File: config.mk
export PLATFORM = sky130hd
export DESIGN_NAME = pvmr_top
export DESIGN_NICKNAME = d
export VERILOG_FILES = /design/src/design/pvmr_pkg.sv /design/src/design/pvmr_top.sv
export SDC_FILE = /design/constraint.sdc
export NUM_CORES = 1
export LEC_CHECK = 0
export BUFFER_PORTS_ARGS = -buffer_cell sky130_fd_sc_hd__buf_2
export CORE_MARGIN = 2
export CORE_UTILIZATION = 32
export DETAILED_ROUTE_END_ITERATION = 10
export GPL_TIMING_DRIVEN = 0
export PLACE_DENSITY_LB_ADDON = 0.3
export SLEW_MARGIN = 20
export SYNTH_ARGS = -nofsm -noshare
export SYNTH_HDL_FRONTEND = slang
export SYNTH_SLANG_ARGS = --single-unit
File: constraint.sdc
create_clock -name clk -period 2 [get_ports clk]
set_clock_uncertainty 0.05 [all_clocks]
set_input_delay 0.2 -clock clk [delete_from_list [all_inputs] [get_ports clk]]
set_output_delay 0.2 -clock clk [all_outputs]
set_load 0.05 [all_outputs]
File: src/design/pvmr_pkg.sv
// Operation
// - Partner ability word is read-only; bit 15 next page, bit 14 word received.
// - Partner remote-fault bit 13 set forces basic status remote-fault bit to one.
// - Partner abilities on bits 9..5 and selector on bits 4..0.
// - Spec control bit 5 enables automatic crossover even with autonegotiation off.
// - In fiber mode far-end fault runs when bit 4 is zero, off when one.
// - Spec control bit 3 selects repeater mode, zero selects normal mode.
// - Spec control bit 2 enables jabber detection only at 10BASE-T.
// - Spec control bit 1 enables heartbeat detection only at 10BASE-T.
// - Spec control bit 0 bypasses the signal-processor reset watchdog.
// - Debug register at index 0x17; bit 5 accelerates autonegotiation timers.
// - Debug bit 4 shortens signal-processor training sequences.
// - Debug bit 3 forces link up regardless of line condition.
// - Debug bit 2 bypasses scrambler and descrambler.
// - Debug two-bit select chooses which autonegotiation probes reach status output.
// - Status bit 15 sleep, bit 14 link good, bit 13 descrambler lock.
// - Status bit 12 shows reversed polarity, meaningful only at 10BASE-T.
// - Status bit 11 speed (1 = 100), bit 10 duplex (1 = full).
// - Status bit 9 shows crossover (one) or straight (zero).
// - Analyzer register at 0x22; bit 15 enables, bit 14 selects crossover pair.
// - Analyzer bit 10 set sends one test pulse per analyzer write.
// - Analyzer phase step per write: 00 hold, 01 up, 11 down, 10 reserved.
// - Capture length above zero needed for a capture after a pulse.
package pvmr_pkg;

  // ----------------------------------------
  // Register indices
  // ----------------------------------------
  localparam logic [4:0] PVMR_IDX_BASIC_STATUS = 5'h01;
  localparam logic [4:0] PVMR_IDX_PARTNER = 5'h05;
  localparam logic [4:0] PVMR_IDX_SPEC_CTRL = 5'h10;
  localparam logic [4:0] PVMR_IDX_DEBUG = 5'h17;
  localparam logic [4:0] PVMR_IDX_STATUS_MON = 5'h18;
  localparam logic [5:0] PVMR_IDX_ANALYZER = 6'h22;

  // ----------------------------------------
  // Reset values and masks
  // ----------------------------------------
  localparam logic [15:0] PVMR_SPEC_RST = 16'h0000;
  localparam logic [15:0] PVMR_DEBUG_RST = 16'h0000;
  localparam logic [15:0] PVMR_ANALYZER_RST = 16'h0000;
  localparam logic [15:0] PVMR_SPEC_MASK = 16'h003F;
  localparam logic [15:0] PVMR_DEBUG_MASK = 16'h003F;
  localparam logic [15:0] PVMR_ANALYZER_MASK = 16'hC7FF;
  localparam logic [15:0] PVMR_PARTNER_MASK = 16'hE3FF;

  // ----------------------------------------
  // Field positions
  // ----------------------------------------
  localparam int PVMR_BS_REMOTE_FAULT = 4;
  localparam int PVMR_LP_REMOTE_FAULT = 13;
  localparam int PVMR_SC_AUTOX = 5;
  localparam int PVMR_SC_FEF_OFF = 4;
  localparam int PVMR_SC_REPEAT = 3;
  localparam int PVMR_SC_JABBER = 2;
  localparam int PVMR_SC_HEARTBEAT = 1;
  localparam int PVMR_SC_SKIP_WDOG = 0;
  localparam int PVMR_DB_AN_FAST = 5;
  localparam int PVMR_DB_DSP_FAST = 4;
  localparam int PVMR_DB_FORCE_LINK = 3;
  localparam int PVMR_DB_SCRAM_SKIP = 2;
  localparam int PVMR_AZ_ENABLE = 15;
  localparam int PVMR_AZ_PAIR = 14;
  localparam int PVMR_AZ_PULSE = 10;

  // ----------------------------------------
  // Phase step codes
  // ----------------------------------------
  typedef enum logic [1:0] {
    PVMR_PH_HOLD = 2'b00,
    PVMR_PH_INC = 2'b01,
    PVMR_PH_RSVD = 2'b10,
    PVMR_PH_DEC = 2'b11
  } pvmr_phase_t;

  localparam logic [7:0] PVMR_PHASE_RST = 8'h00;

endpackage : pvmr_pkg

File: src/design/pvmr_top.sv
`timescale 1ns/1ps
`default_nettype none
module pvmr_top (
  // Clock and reset
  input wire logic clk,
  input wire logic rst_b,
  // Management access port
  input wire logic mgmt_wr,
  input wire logic mgmt_rd,
  input wire logic [5:0] mgmt_idx,
  input wire logic [15:0] mgmt_wdata,
  output logic [15:0] mgmt_rdata,
  output logic mgmt_rvalid,
  // Line status from the physical layer core
  input wire logic [15:0] partner_word,
  input wire logic [15:0] basic_status_core,
  input wire logic link_down_sleep_flag,
  input wire logic line_link_good,
  input wire logic descrambler_locked_flag,
  input wire logic reversed_pair_polarity,
  input wire logic negotiated_rate,
  input wire logic negotiated_duplex,
  input wire logic crossover_state,
  input wire logic fiber_mode,
  input wire logic [35:0] autoneg_probes,
  // Controls to the physical layer core
  output logic auto_crossover_enable,
  output logic far_end_fault_active,
  output logic repeater_mode,
  output logic jabber_check_active,
  output logic heartbeat_check_active,
  output logic skip_dsp_reset_watchdog,
  output logic autoneg_timer_accelerate,
  output logic dsp_training_shorten,
  output logic link_up_forced,
  output logic scrambler_skip,
  output logic analyzer_enable,
  output logic analyzer_pair_select,
  output logic analyzer_pulse,
  output logic [7:0] analyzer_phase,
  output logic [7:0] analyzer_sample_window,
  output logic analyzer_capture_armed
);

  // ----------------------------------------
  // Register state
  // ----------------------------------------
  logic [15:0] spec_reg, spec_next;
  logic [15:0] debug_reg, debug_next;
  logic [15:0] analyzer_reg, analyzer_next;
  logic [7:0] phase_reg, phase_next;
  logic pulse_reg, pulse_next;
  logic [15:0] rdata_reg, rdata_next;
  logic rvalid_reg, rvalid_next;
  logic [35:0] probe_s1_reg, probe_s2_reg;
  logic [8:0] stat_s1_reg, stat_s2_reg;
  logic link_good;
  logic ten_base;
  logic [8:0] probe_out;
  logic [15:0] status_mon;
  logic [15:0] partner_view;
  logic [15:0] basic_view;
  logic az_wr;
  pvmr_pkg::pvmr_phase_t step;

  // ----------------------------------------
  // Input synchronisers
  // ----------------------------------------
  always_ff @(posedge clk or negedge rst_b) begin
    if (!rst_b) begin
      probe_s1_reg <= 36'h0;
      probe_s2_reg <= 36'h0;
      stat_s1_reg <= 9'h000;
      stat_s2_reg <= 9'h000;
    end else begin
      probe_s1_reg <= autoneg_probes;
      probe_s2_reg <= probe_s1_reg;
      stat_s1_reg <= {link_down_sleep_flag, line_link_good, descrambler_locked_flag, reversed_pair_polarity,
                      negotiated_rate, negotiated_duplex, crossover_state, fiber_mode, 1'b0};
      stat_s2_reg <= stat_s1_reg;
    end
  end

  // ----------------------------------------
  // Status views
  // ----------------------------------------
  always_comb begin
    link_good = stat_s2_reg[7] | debug_reg[pvmr_pkg::PVMR_DB_FORCE_LINK];
    ten_base = ~stat_s2_reg[4];
    case (debug_reg[1:0])
      2'b00: probe_out = probe_s2_reg[8:0];
      2'b01: probe_out = probe_s2_reg[17:9];
      2'b10: probe_out = probe_s2_reg[26:18];
      2'b11: probe_out = probe_s2_reg[35:27];
      default: probe_out = 9'h000;
    endcase
    status_mon = {stat_s2_reg[8], link_good, stat_s2_reg[6],
                  stat_s2_reg[5] & ten_base,
                  stat_s2_reg[4], stat_s2_reg[3],
                  stat_s2_reg[2], probe_out};
    partner_view = partner_word & pvmr_pkg::PVMR_PARTNER_MASK;
    basic_view = basic_status_core;
    basic_view[pvmr_pkg::PVMR_BS_REMOTE_FAULT] = basic_status_core[pvmr_pkg::PVMR_BS_REMOTE_FAULT] |
                                                 partner_word[pvmr_pkg::PVMR_LP_REMOTE_FAULT];
  end

  // ----------------------------------------
  // Register write and read
  // ----------------------------------------
  always_comb begin
    spec_next = spec_reg;
    debug_next = debug_reg;
    analyzer_next = analyzer_reg;
    phase_next = phase_reg;
    pulse_next = 1'b0;
    rvalid_next = mgmt_rd;
    rdata_next = 16'h0000;
    az_wr = mgmt_wr && (mgmt_idx == pvmr_pkg::PVMR_IDX_ANALYZER);
    step = pvmr_pkg::pvmr_phase_t'(mgmt_wdata[9:8]);
    if (mgmt_wr) begin
      if (mgmt_idx == {1'b0, pvmr_pkg::PVMR_IDX_SPEC_CTRL}) begin
        spec_next = mgmt_wdata & pvmr_pkg::PVMR_SPEC_MASK;
      end
      if (mgmt_idx == {1'b0, pvmr_pkg::PVMR_IDX_DEBUG}) begin
        debug_next = mgmt_wdata & pvmr_pkg::PVMR_DEBUG_MASK;
      end
    end
    if (az_wr) begin
      analyzer_next = mgmt_wdata & pvmr_pkg::PVMR_ANALYZER_MASK;
      pulse_next = mgmt_wdata[pvmr_pkg::PVMR_AZ_PULSE];
      case (step)
        pvmr_pkg::PVMR_PH_HOLD: phase_next = phase_reg;
        pvmr_pkg::PVMR_PH_INC: phase_next = phase_reg + 8'h01;
        pvmr_pkg::PVMR_PH_DEC: phase_next = phase_reg - 8'h01;
        default: phase_next = phase_reg;
      endcase
    end
    if (mgmt_rd) begin
      case (mgmt_idx)
        {1'b0, pvmr_pkg::PVMR_IDX_BASIC_STATUS}: rdata_next = basic_view;
        {1'b0, pvmr_pkg::PVMR_IDX_PARTNER}: rdata_next = partner_view;
        {1'b0, pvmr_pkg::PVMR_IDX_SPEC_CTRL}: rdata_next = spec_reg;
        {1'b0, pvmr_pkg::PVMR_IDX_DEBUG}: rdata_next = debug_reg;
        {1'b0, pvmr_pkg::PVMR_IDX_STATUS_MON}: rdata_next = status_mon;
        pvmr_pkg::PVMR_IDX_ANALYZER: rdata_next = analyzer_reg;
        default: rdata_next = 16'h0000;
      endcase
    end
  end

  always_ff @(posedge clk or negedge rst_b) begin
    if (!rst_b) begin
      spec_reg <= pvmr_pkg::PVMR_SPEC_RST;
      debug_reg <= pvmr_pkg::PVMR_DEBUG_RST;
      analyzer_reg <= pvmr_pkg::PVMR_ANALYZER_RST;
      phase_reg <= pvmr_pkg::PVMR_PHASE_RST;
      pulse_reg <= 1'b0;
      rdata_reg <= 16'h0000;
      rvalid_reg <= 1'b0;
    end else begin
      spec_reg <= spec_next;
      debug_reg <= debug_next;
      analyzer_reg <= analyzer_next;
      phase_reg <= phase_next;
      pulse_reg <= pulse_next;
      rdata_reg <= rdata_next;
      rvalid_reg <= rvalid_next;
    end
  end

  // ----------------------------------------
  // Control outputs
  // ----------------------------------------
  assign mgmt_rdata = rdata_reg;
  assign mgmt_rvalid = rvalid_reg;
  assign auto_crossover_enable = spec_reg[pvmr_pkg::PVMR_SC_AUTOX];
  assign far_end_fault_active = stat_s2_reg[1] & ~spec_reg[pvmr_pkg::PVMR_SC_FEF_OFF];
  assign repeater_mode = spec_reg[pvmr_pkg::PVMR_SC_REPEAT];
  assign jabber_check_active = spec_reg[pvmr_pkg::PVMR_SC_JABBER] & ten_base;
  assign heartbeat_check_active = spec_reg[pvmr_pkg::PVMR_SC_HEARTBEAT] & ten_base;
  assign skip_dsp_reset_watchdog = spec_reg[pvmr_pkg::PVMR_SC_SKIP_WDOG];
  assign autoneg_timer_accelerate = debug_reg[pvmr_pkg::PVMR_DB_AN_FAST];
  assign dsp_training_shorten = debug_reg[pvmr_pkg::PVMR_DB_DSP_FAST];
  assign link_up_forced = debug_reg[pvmr_pkg::PVMR_DB_FORCE_LINK];
  assign scrambler_skip = debug_reg[pvmr_pkg::PVMR_DB_SCRAM_SKIP];
  assign analyzer_enable = analyzer_reg[pvmr_pkg::PVMR_AZ_ENABLE];
  assign analyzer_pair_select = analyzer_reg[pvmr_pkg::PVMR_AZ_PAIR];
  assign analyzer_pulse = pulse_reg;
  assign analyzer_phase = phase_reg;
  assign analyzer_sample_window = analyzer_reg[7:0];
  assign analyzer_capture_armed = analyzer_reg[pvmr_pkg::PVMR_AZ_ENABLE] & (analyzer_reg[7:0] != 8'h00);

endmodule : pvmr_top
`default_nettype wire

==> flow_summary_export.csv, run 1 <==
group,metric,value,unit
routing,post_drt_wl_per_cell,17.2,um
finish,layout-drive-gt1-share,43.4,%
yosys,ys_ff_latch,139,
global_routing,grt_util_met3,6.48,%
routing,antenna_left,0,
floorplanning,die_h,129,um
floorplanning,start_util,32.9,%
setup_path,worstPathMaxFanout,4,
global_routing,grt_max_degree,76,
yosys,mappedNetlistArea,5020,sq um
global_routing,grtUsageTotal,16.8,%
timing,min_period,1890,ps
setup_path,critPathRequiredTime,2240,ps
global_routing,grt_use_met2,26.9,%
power,peakVddDrop,0.000751,V
placement,hpwl,9210,um
power,p_per_area,987,nW/um^2
cts,cts_root_buffer,"clkbuf_16",
cts,numCtsBuffers,17,
yosys,avgSynthCellArea,15.4,sq um
setup_path,startpoint_type,"register",
yosys,synth_edf_count,0,
yosys,synth_fp_nets,435,
global_routing,grt_overflow,0,
global_routing,busiest_layer,"met2",
timing,setup_viol,0,
routing,drt_first_pass_iters,4,
yosys,ys.warnings.count,0,
routing,via_per_inst,4.57,
setup_path,crit_type,"register to register",
finish,num-nets-final,656,
timing,worst_slack,105,ps
power,p_leak,3.48,nW
floorplanning,core_area,15300,sq um
cts,cts_tree,"done",
routing,drt_iter0_drc,207,
setup_path,worstPathArrival,2140,ps
cts,clk_pin_slew,60,ps
timing,worst_slew_pin_slew,637,ps
yosys,synth_top_area_share,69.2,%
yosys,post_synth_inst_count,326,
global_routing,use_met1,21.3,%
floorplanning,rows,45,
yosys,synth_area_leaders,"dfrtp_1 (69%), mux4_2 (4.0%), a222oi_1 (4.0%)",
setup_path,end_kind,"register",
yosys,synthFlopType,"dfrtp_1",
placement,gp_congestion,0.853,
timing,fin_crit_sh,94.7,%
finish,finish.utilization,47.8,%
global_routing,antenna_found_initial,2,
floorplanning,io_pins,149,
cts,clockBufferDepth,2,
routing,vias,3529,
yosys,ys_async_sr_fraction,100,%
finish,syn_to_final_growth,45.1,%
yosys,seq_area_frac_synth,69.2,%
run_status,status,"finished clean",
floorplanning,die_w,129,um
worst_hold_path,min_path_type,"input port to register",
global_routing,grt_pass1_wl,20400,um
routing,finalWirelength,13300,um
cts,clock_latency,410,ps
job,drv_cap,0,
timing,slew_viol_final,0,
timing,relSlewSlack,57.4,%
global_routing,grt_pass1_vias,3709,
placement,pre_cts_slack,-352,ps
finish,final_area,7290,sq um
yosys,yosysTopAreaCell,"dfrtp_1",
timing,fmaxAchievable,528,MHz
timing,hold_viol_final,0,
yosys,synth_cell_types,49,
routing,drc_errors,0,
placement,port_buffers,142,
floorplanning,die_area,16700,sq um
cts,cts-htree-levels,4,
placement,place_area,6040,sq um
cts,cts_num_sinks,139,
## routing by layer
| layer | share of wire [%] | routed length, um | up-vias |
|---|---|---|---|
| met4 | 0.73 | 97 | 0 |
| met1 | 43 | 5670 | 1763 |
| met2 | 49 | 6500 | 128 |
| met5 | 0 | 0 | - |
| met3 | 7.7 | 1020 | 7 |
| li1 | - | - | 1631 |
## final timing paths
kind,cells past startpoint,startpoint,to,slack (ps)
max reg2reg,6,analyzer_phase[1]$_DFFE_PN0P_,analyzer_phase[7]$_DFFE_PN0P_,110
min,2,mgmt_wdata[4],debug_reg[4]$_DFFE_PN0P_,20
max,6,analyzer_phase[1]$_DFFE_PN0P_,analyzer_phase[7]$_DFFE_PN0P_,110
max in group asynchronous,3,rst_b,spec_reg[5]$_DFFE_PN0P_,890
min in group asynchronous,2,rst_b,analyzer_phase[1]$_DFFE_PN0P_,280
min reg2reg,0,probe_s1_reg[26]$_DFF_PN0_,probe_s2_reg[26]$_DFF_PN0_,300
## where the power goes
| part | total (mW) | internal (mW) | switching (mW) |
|---|---|---|---|
| Sequential | 3.10 | 2.99 | 0.114 |
| Combinational | 0.927 | 0.394 | 0.532 |
| Clock | 3.16 | 1.91 | 1.25 |
| Total | 7.19 | 5.29 | 1.90 |
## critical path: stages, from the launching register on
cell and delay, ps:
dfrtp_2 420, ha_1 290, a21o_1 200, a221oi_4 360, nor4_1 90, a211oi_1 260
xnor2_1 110
## placed cells by master (no fill, tap or decap), types with 3 or more instances in the layout
master,n
buf_2,145
dfrtp_1,134
dlygate4sd3_1,58
nand2_1,21
a222oi_1,20
mux2_2,17
clkbuf_16,17
a21oi_1,12
nor2_1,11
buf_4,11
mux4_2,9
o21ai_0,7
inv_1,6
mux2_4,6
inv_6,6
nor2b_1,5
a21boi_1,5
dfrtp_2,5
clkbuf_1,3
and3_1,3
nor4_1,3
a21o_1,3
xor2_1,3
ha_1,3
## final cells by class
class / instances / area [sq um]
fill: 1357 / 7970
sequential: 139 / 3480
multi-input combinational: 161 / 1440
timing repair buffer: 203 / 1340
clock buffer: 19 / 443
tap: 211 / 264
clock inverter: 13 / 154
buffer: 19 / 130
inverter: 6 / 22.5
antenna: 2 / 5.00
## logic make-up after synthesis
kind of cell	synth area share, %
adders and majority gates	1.89
and+or+nand+nor	6.77
AOI/OAI and AO/OA	8.52
DFF	69.2
xor gates and xnor gates	0.872
muxes	9.64
buffers and inverters	3.06
## synth_stat cells (5+ instances only)
| cell type | number |
|---|---|
| a21oi_1 | 12 |
| a222oi_1 | 20 |
| buf_2 | 5 |
| buf_4 | 8 |
| dfrtp_1 | 139 |
| ha_1 | 6 |
| inv_1 | 6 |
| mux2_2 | 17 |
| mux2_4 | 6 |
| mux4_2 | 9 |
| nand2_1 | 21 |
| nor2_1 | 11 |
| nor2b_1 | 5 |
| o21ai_0 | 8 |
## metrics by stage
step,setup TNS (ps),std cells,hold WS (ps),power [mW]
after CTS,0,769,1.41,7.26
after global routing,-9.07,772,9.81,7.50
after global placement,-159850,679,258,3.96
final,0,773,18.0,7.19
after detailed placement,-1760,680,140,3.99
after floorplan,-51.5,326,-146,3.64
## what timing repair did
| item | CTS | global route |
|---|---|---|
| buffers inserted | 0 | 2 |
| endpoints found under the setup margin | 2 | 2 |
| hold buffers | 58 | 0 |
| resized for setup | 2 | 7 |
| hold endpoints to repair | 129 | 0 |
| pin swaps | 0 | 4 |
Note: power is estimated with default switching activity, not from simulation.
==> inputs of run 2 (changes only) <==
BUFFER_PORTS_ARGS = -buffer_cell sky130_fd_sc_hd__clkbuf_2   (was -buffer_cell sky130_fd_sc_hd__buf_2)
==> flow_summary_export.csv, run 2 (same netlist as run 1, synthesis figures left out) <==
group,metric,value,unit
routing,post_drt_wl_per_cell,17.3,um
finish,finish.utilization,47.5,%
setup_path,reg2reg_from,"analyzer_phase[1]$_DFFE_PN0P_",
timing,tns,0,ps
finish,layout-drive-gt1-share,43.5,%
worst_hold_path,hold-path-cell-count,3,
job,drv_cap,0,
power,p_per_area,982,nW/um^2
cts,cts_root_buffer,"clkbuf_16",
finish,final_common_cell,"clkbuf_2",
setup_path,end_kind,"register",
setup_path,crit_family,"compound AO/OA/AOI/OAI gates",
setup_path,worstPathMaxFanout,4,
setup_path,crit_chain,"ha_1, a21o_1, a221oi_4, nor4_1, a211oi_1, xnor2_1",
routing,drt_iter0_drc,280,
floorplanning,die_w,129,um
setup_path,critPathBufInv,0,
power,p_int,5.26,mW
cts,clock_latency,410,ps
cts,clk_pin_slew,60,ps
power,peakVddDrop,0.000594,V
routing,finalWirelength,13300,um
placement,place_area,6040,sq um
floorplanning,die_h,129,um
cts,numCtsBuffers,17,
setup_path,crit_type,"register to register",
timing,fmaxAchievable,520,MHz
cts,cts-htree-levels,4,
setup_path,cp_num_cells,6,
placement,port_buffers,142,
cts,clockBufferDepth,2,
routing,drc_errors,0,
worst_hold_path,hold_start,"basic_status_core[10]",
floorplanning,start_util,32.9,%
cts,cts_num_sinks,139,
global_routing,grtUsageTotal,16.9,%
global_routing,grt_pass1_vias,3772,
global_routing,grt_max_degree,73,
finish,num-nets-final,654,
timing,setup_viol,0,
cts,cts_tree,"done",
setup_path,cp_slowest_cell,"dfrtp_2",
power,p_sw,1.85,mW
placement,hpwl,9270,um
power,seqPwrFrac,43.5,%
setup_path,worstPathArrival,2200,ps
setup_path,rr_worst_depth,6,
finish,syn_to_final_growth,44.2,%
timing,rsz0062_at_grt,"no",
worst_hold_path,min_path_type,"input port to register",
timing,worst_slew_pin_slew,695,ps
timing,min_period,1920,ps
power,sw_frac_of_total,26.1,%
setup_path,max_stage_delay,430,ps
timing,relSlewSlack,53.5,%
finish,mostFrequentLayoutCells,"clkbuf_2 (143), dfrtp_1 (134), dlygate4sd3_1 (54)",
run_status,status,"finished clean",
placement,gp_congestion,0.846,
global_routing,grt_pass1_wl,20500,um
power,p_leak,3.44,nW
finish,final_area,7240,sq um
setup_path,critPathRequiredTime,2280,ps
setup_path,critPathLaunch,"analyzer_phase[1]$_DFFE_PN0P_",
routing,vias,3559,
power,combinationalPowerShare,13.1,%
floorplanning,rows,45,
timing,slew_viol_final,0,
routing,via_per_inst,4.62,
floorplanning,core_area,15300,sq um
routing,drt_first_pass_iters,6,
global_routing,grt_overflow,0,
floorplanning,io_pins,149,
timing,hold_viol_final,0,
routing,antenna_left,0,
global_routing,antenna_found_initial,1,
floorplanning,die_area,16700,sq um
power,p_clk_share,43.4,%
timing,fin_crit_sh,96.1,%
power,p_total,7.11,mW
setup_path,startpoint_type,"register",
-- run 2: cell types whose count changed in the layout (fill, tap and decap cells not counted), moves of 2 or more --
cell,change
inv_8,-2
dlygate4sd3_1,-4
buf_2,-141
clkbuf_2,+142
inv_6,-4
clkinvlp_4,+3
clkinv_4,+3
-- run 2: tightest hold or removal path: cells and delay by family --
family / cells / cell delay [ps]
simple gates: 1 / 90
buf+inv: 1 / 80
compound gates: 1 / 50
-- run 2: cell type report --
| class | instances | area, sq um |
|---|---|---|
| Timing Repair Buffer | 200 | 1310 |
| Buffer | 20 | 135 |
| Sequential cell | 139 | 3480 |
| Antenna cell | 1 | 2.50 |
| Fill cell | 1343 | 8020 |
| Clock buffer | 20 | 447 |
| Clock inverter | 12 | 140 |
| Tap cell | 211 | 264 |
| Inverter | 6 | 22.5 |
| Multi-Input combinational cell | 161 | 1440 |
-- run 2: path summary, 6_finish.rpt --
check | slack, ps | endpoint
worst min register to register | 300 | stat_s2_reg[5]$_DFF_PN0_
worst max register to register | 80 | analyzer_phase[7]$_DFFE_PN0P_
worst max-delay path | 80 | analyzer_phase[7]$_DFFE_PN0P_
min in group asynchronous | 320 | analyzer_phase[0]$_DFFE_PN0P_
worst min-delay path | 7 | mgmt_rdata[10]$_DFF_PN0_
max in group asynchronous | 840 | analyzer_reg[15]$_DFFE_PN0P_
-- run 2: power groups by stage --
stage	Clock, mW	Combinational, mW	Sequential, mW
after global routing	3.29	1.01	3.11
after detailed placement	0	0.845	3.14
after global placement	0	0.825	3.14
final	3.08	0.935	3.09
after CTS	3.16	0.931	3.09
after floorplan	0	0.383	3.25
-- run 2: metal layers --
layer  wire length [um]  track usage (%)  share of wire [%]
met1               5710             21.7                 43
met2               6450             26.9                 48
met3                979             5.45                7.4
met4                161             6.01                1.2
met5                  0                0                  0
-- run 2: what timing repair did --
action                                 4_1_cts  5_1_grt
hold buffers                                54        0
endpoints found under the hold margin      128        0
setup endpoints to repair                    1        6
pin swaps                                    0        3
setup buffers                                0        3
gates resized for setup                      1        9
-- run 2: through the flow --
step	std cells	hold WS (ps)	setup WS [ps]
floorplan	326	-146	-51.5
global placement	679	258	-1730
detailed placement	680	208	-358
CTS	766	0.209	5.78
global route	769	3.44	1.25
finish	770	7.32	77.1
==> inputs of run 3 (changes only) <==
CELL_PAD_IN_SITES_DETAIL_PLACEMENT = 0   (was unset)
CELL_PAD_IN_SITES_GLOBAL_PLACEMENT = 1   (was unset)
==> flow_summary_export.csv, run 3 (same netlist as run 1, synthesis figures left out) <==
group,metric,value,unit
routing,post_drt_wl_per_cell,16.9,um
global_routing,grtUsageTotal,16.7,%
worst_hold_path,min_path_type,"input port to register",
placement,port_buffers,142,
routing,vias,3550,
cts,cts_tree,"done",
floorplanning,core_area,15300,sq um
cts,clockBufferDepth,2,
setup_path,startpoint_type,"register",
routing,drt_first_pass_iters,5,
placement,hpwl,9030,um
finish,diodes,0,
timing,slew_viol_final,0,
finish,layout-drive-gt1-share,43.4,%
routing,antenna_left,0,
floorplanning,start_util,32.9,%
worst_hold_path,hold_end,"spec_reg[1]$_DFFE_PN0P_",
cts,cts_root_buffer,"clkbuf_16",
routing,drc_errors,0,
placement,pre_cts_slack,-376,ps
global_routing,grt_pass1_wl,20000,um
setup_path,end_kind,"register",
timing,fmaxAchievable,520,MHz
power,peakVddDrop,0.000628,V
setup_path,worstPathMaxFanout,4,
timing,worst_slew_pin_slew,768,ps
power,p_per_area,979,nW/um^2
routing,via_per_inst,4.59,
worst_hold_path,hold_start,"mgmt_wdata[1]",
worst_hold_path,hold-path-cell-count,2,
finish,final_area,7300,sq um
timing,fin_crit_sh,96.2,%
setup_path,rrSetupSlack,80,ps
setup_path,reg2reg_from,"analyzer_phase[1]$_DFFE_PN0P_",
cts,clk_pin_slew,60,ps
timing,rsz0062_at_grt,"no",
global_routing,antenna_found_initial,0,
setup_path,r2r-end,"analyzer_phase[7]$_DFFE_PN0P_",
floorplanning,die_h,129,um
global_routing,grt_pass1_vias,3689,
setup_path,worstPathArrival,2210,ps
global_routing,grt_max_degree,88,
finish,ff_latch_area,3480,sq um
finish,fillers,1388,
finish,num-nets-final,658,
job,drv_cap,0,
setup_path,rr_worst_depth,6,
power,p_leak,3.47,nW
floorplanning,rows,45,
finish,multiInputGateArea,1440,sq um
setup_path,crit_type,"register to register",
run_status,status,"finished clean",
cts,cts_num_sinks,139,
setup_path,critPathRequiredTime,2290,ps
floorplanning,die_area,16700,sq um
cts,numCtsBuffers,17,
global_routing,grt_overflow,0,
floorplanning,die_w,129,um
timing,hold_viol_final,0,
timing,setup_viol,0,
cts,cts-htree-levels,4,
finish,final_common_cell,"clkbuf_2",
timing,worst_slack,76.7,ps
floorplanning,io_pins,149,
cts,clock_latency,420,ps
finish,syn_to_final_growth,45.2,%
timing,min_period,1920,ps
routing,finalWirelength,13100,um
placement,place_area,6040,sq um
setup_path,critPathLaunch,"analyzer_phase[1]$_DFFE_PN0P_",
timing,relSlewSlack,48.2,%
finish,mostFrequentLayoutCells,"clkbuf_2 (142), dfrtp_1 (134), dlygate4sd3_1 (60)",
placement,gp_congestion,0.754,
routing,drt_iter0_drc,215,
run 3: layout make-up:
cell class,instances,share of cell area [%]
Sequential cell,139,47.8
Multi-Input combinational cell,161,19.8
Timing Repair Buffer,205,18.7
Clock buffer,18,6.02
Tap cell,211,3.62
Clock inverter,14,2.06
Buffer,19,1.78
Inverter,6,0.309
run 3: timing repair:
action	4_1_cts	5_1_grt
hold buffers	60	0
setup buffers	0	2
pin swaps	0	2
gates resized for setup	3	5
hold endpoints to repair	118	0
endpoints found under the setup margin	2	6
run 3: report_power, final:
part / switching, mW / internal, mW / leakage [nW]
clock: 1.31 / 1.80 / 0.288
sequential: 0.124 / 2.99 / 1.71
combinational: 0.530 / 0.395 / 1.47
run 3: routing by layer:
metal / global-route usage (%) / share of wire, % / vias up
li1: - / - / 1632
met5: 0 / 0 / -
met4: 7.74 / 2.5 / 0
met3: 5.45 / 6.6 / 27
met1: 20.7 / 42 / 1746
met2: 26.6 / 49 / 145
run 3: worst max path at each step:
stage / end / slack, ps / cells past startpoint
floorplan: analyzer_phase[7]$_DFFE_PN0P_ / -50 / 6
global placement: analyzer_phase[4]$_DFFE_PN0P_ / -1720 / 1
detailed placement: analyzer_phase[7]$_DFFE_PN0P_ / -380 / 9
CTS: mgmt_rdata[5]$_DFF_PN0_ / 20 / 4
global route: analyzer_phase[7]$_DFFE_PN0P_ / 2 / 6
finish: analyzer_phase[7]$_DFFE_PN0P_ / 80 / 6
run 3: metrics by stage:
stage / total power [mW] / cells / hold slack [ps] / utilization [%] / setup TNS (ps)
3_3_place_gp: 3.97 / 679 / 258 / 39.4 / -203660
6_report: 7.14 / 773 / 19.0 / 47.8 / 0
3_5_place_dp: 3.99 / 680 / 122 / 39.6 / -2080
4_1_cts: 7.23 / 772 / 3.86 / 47.5 / 0
2_1_floorplan: 3.64 / 326 / -146 / - / -51.5
5_1_grt: 7.44 / 773 / 4.32 / 47.8 / 0
run 3: critical path: stages (launching register included):
cell and delay [ps]:
dfrtp_2 430, ha_1 290, a21o_1 220, a221oi_4 340
nor4_1 90, a211oi_1 280, xnor2_1 150
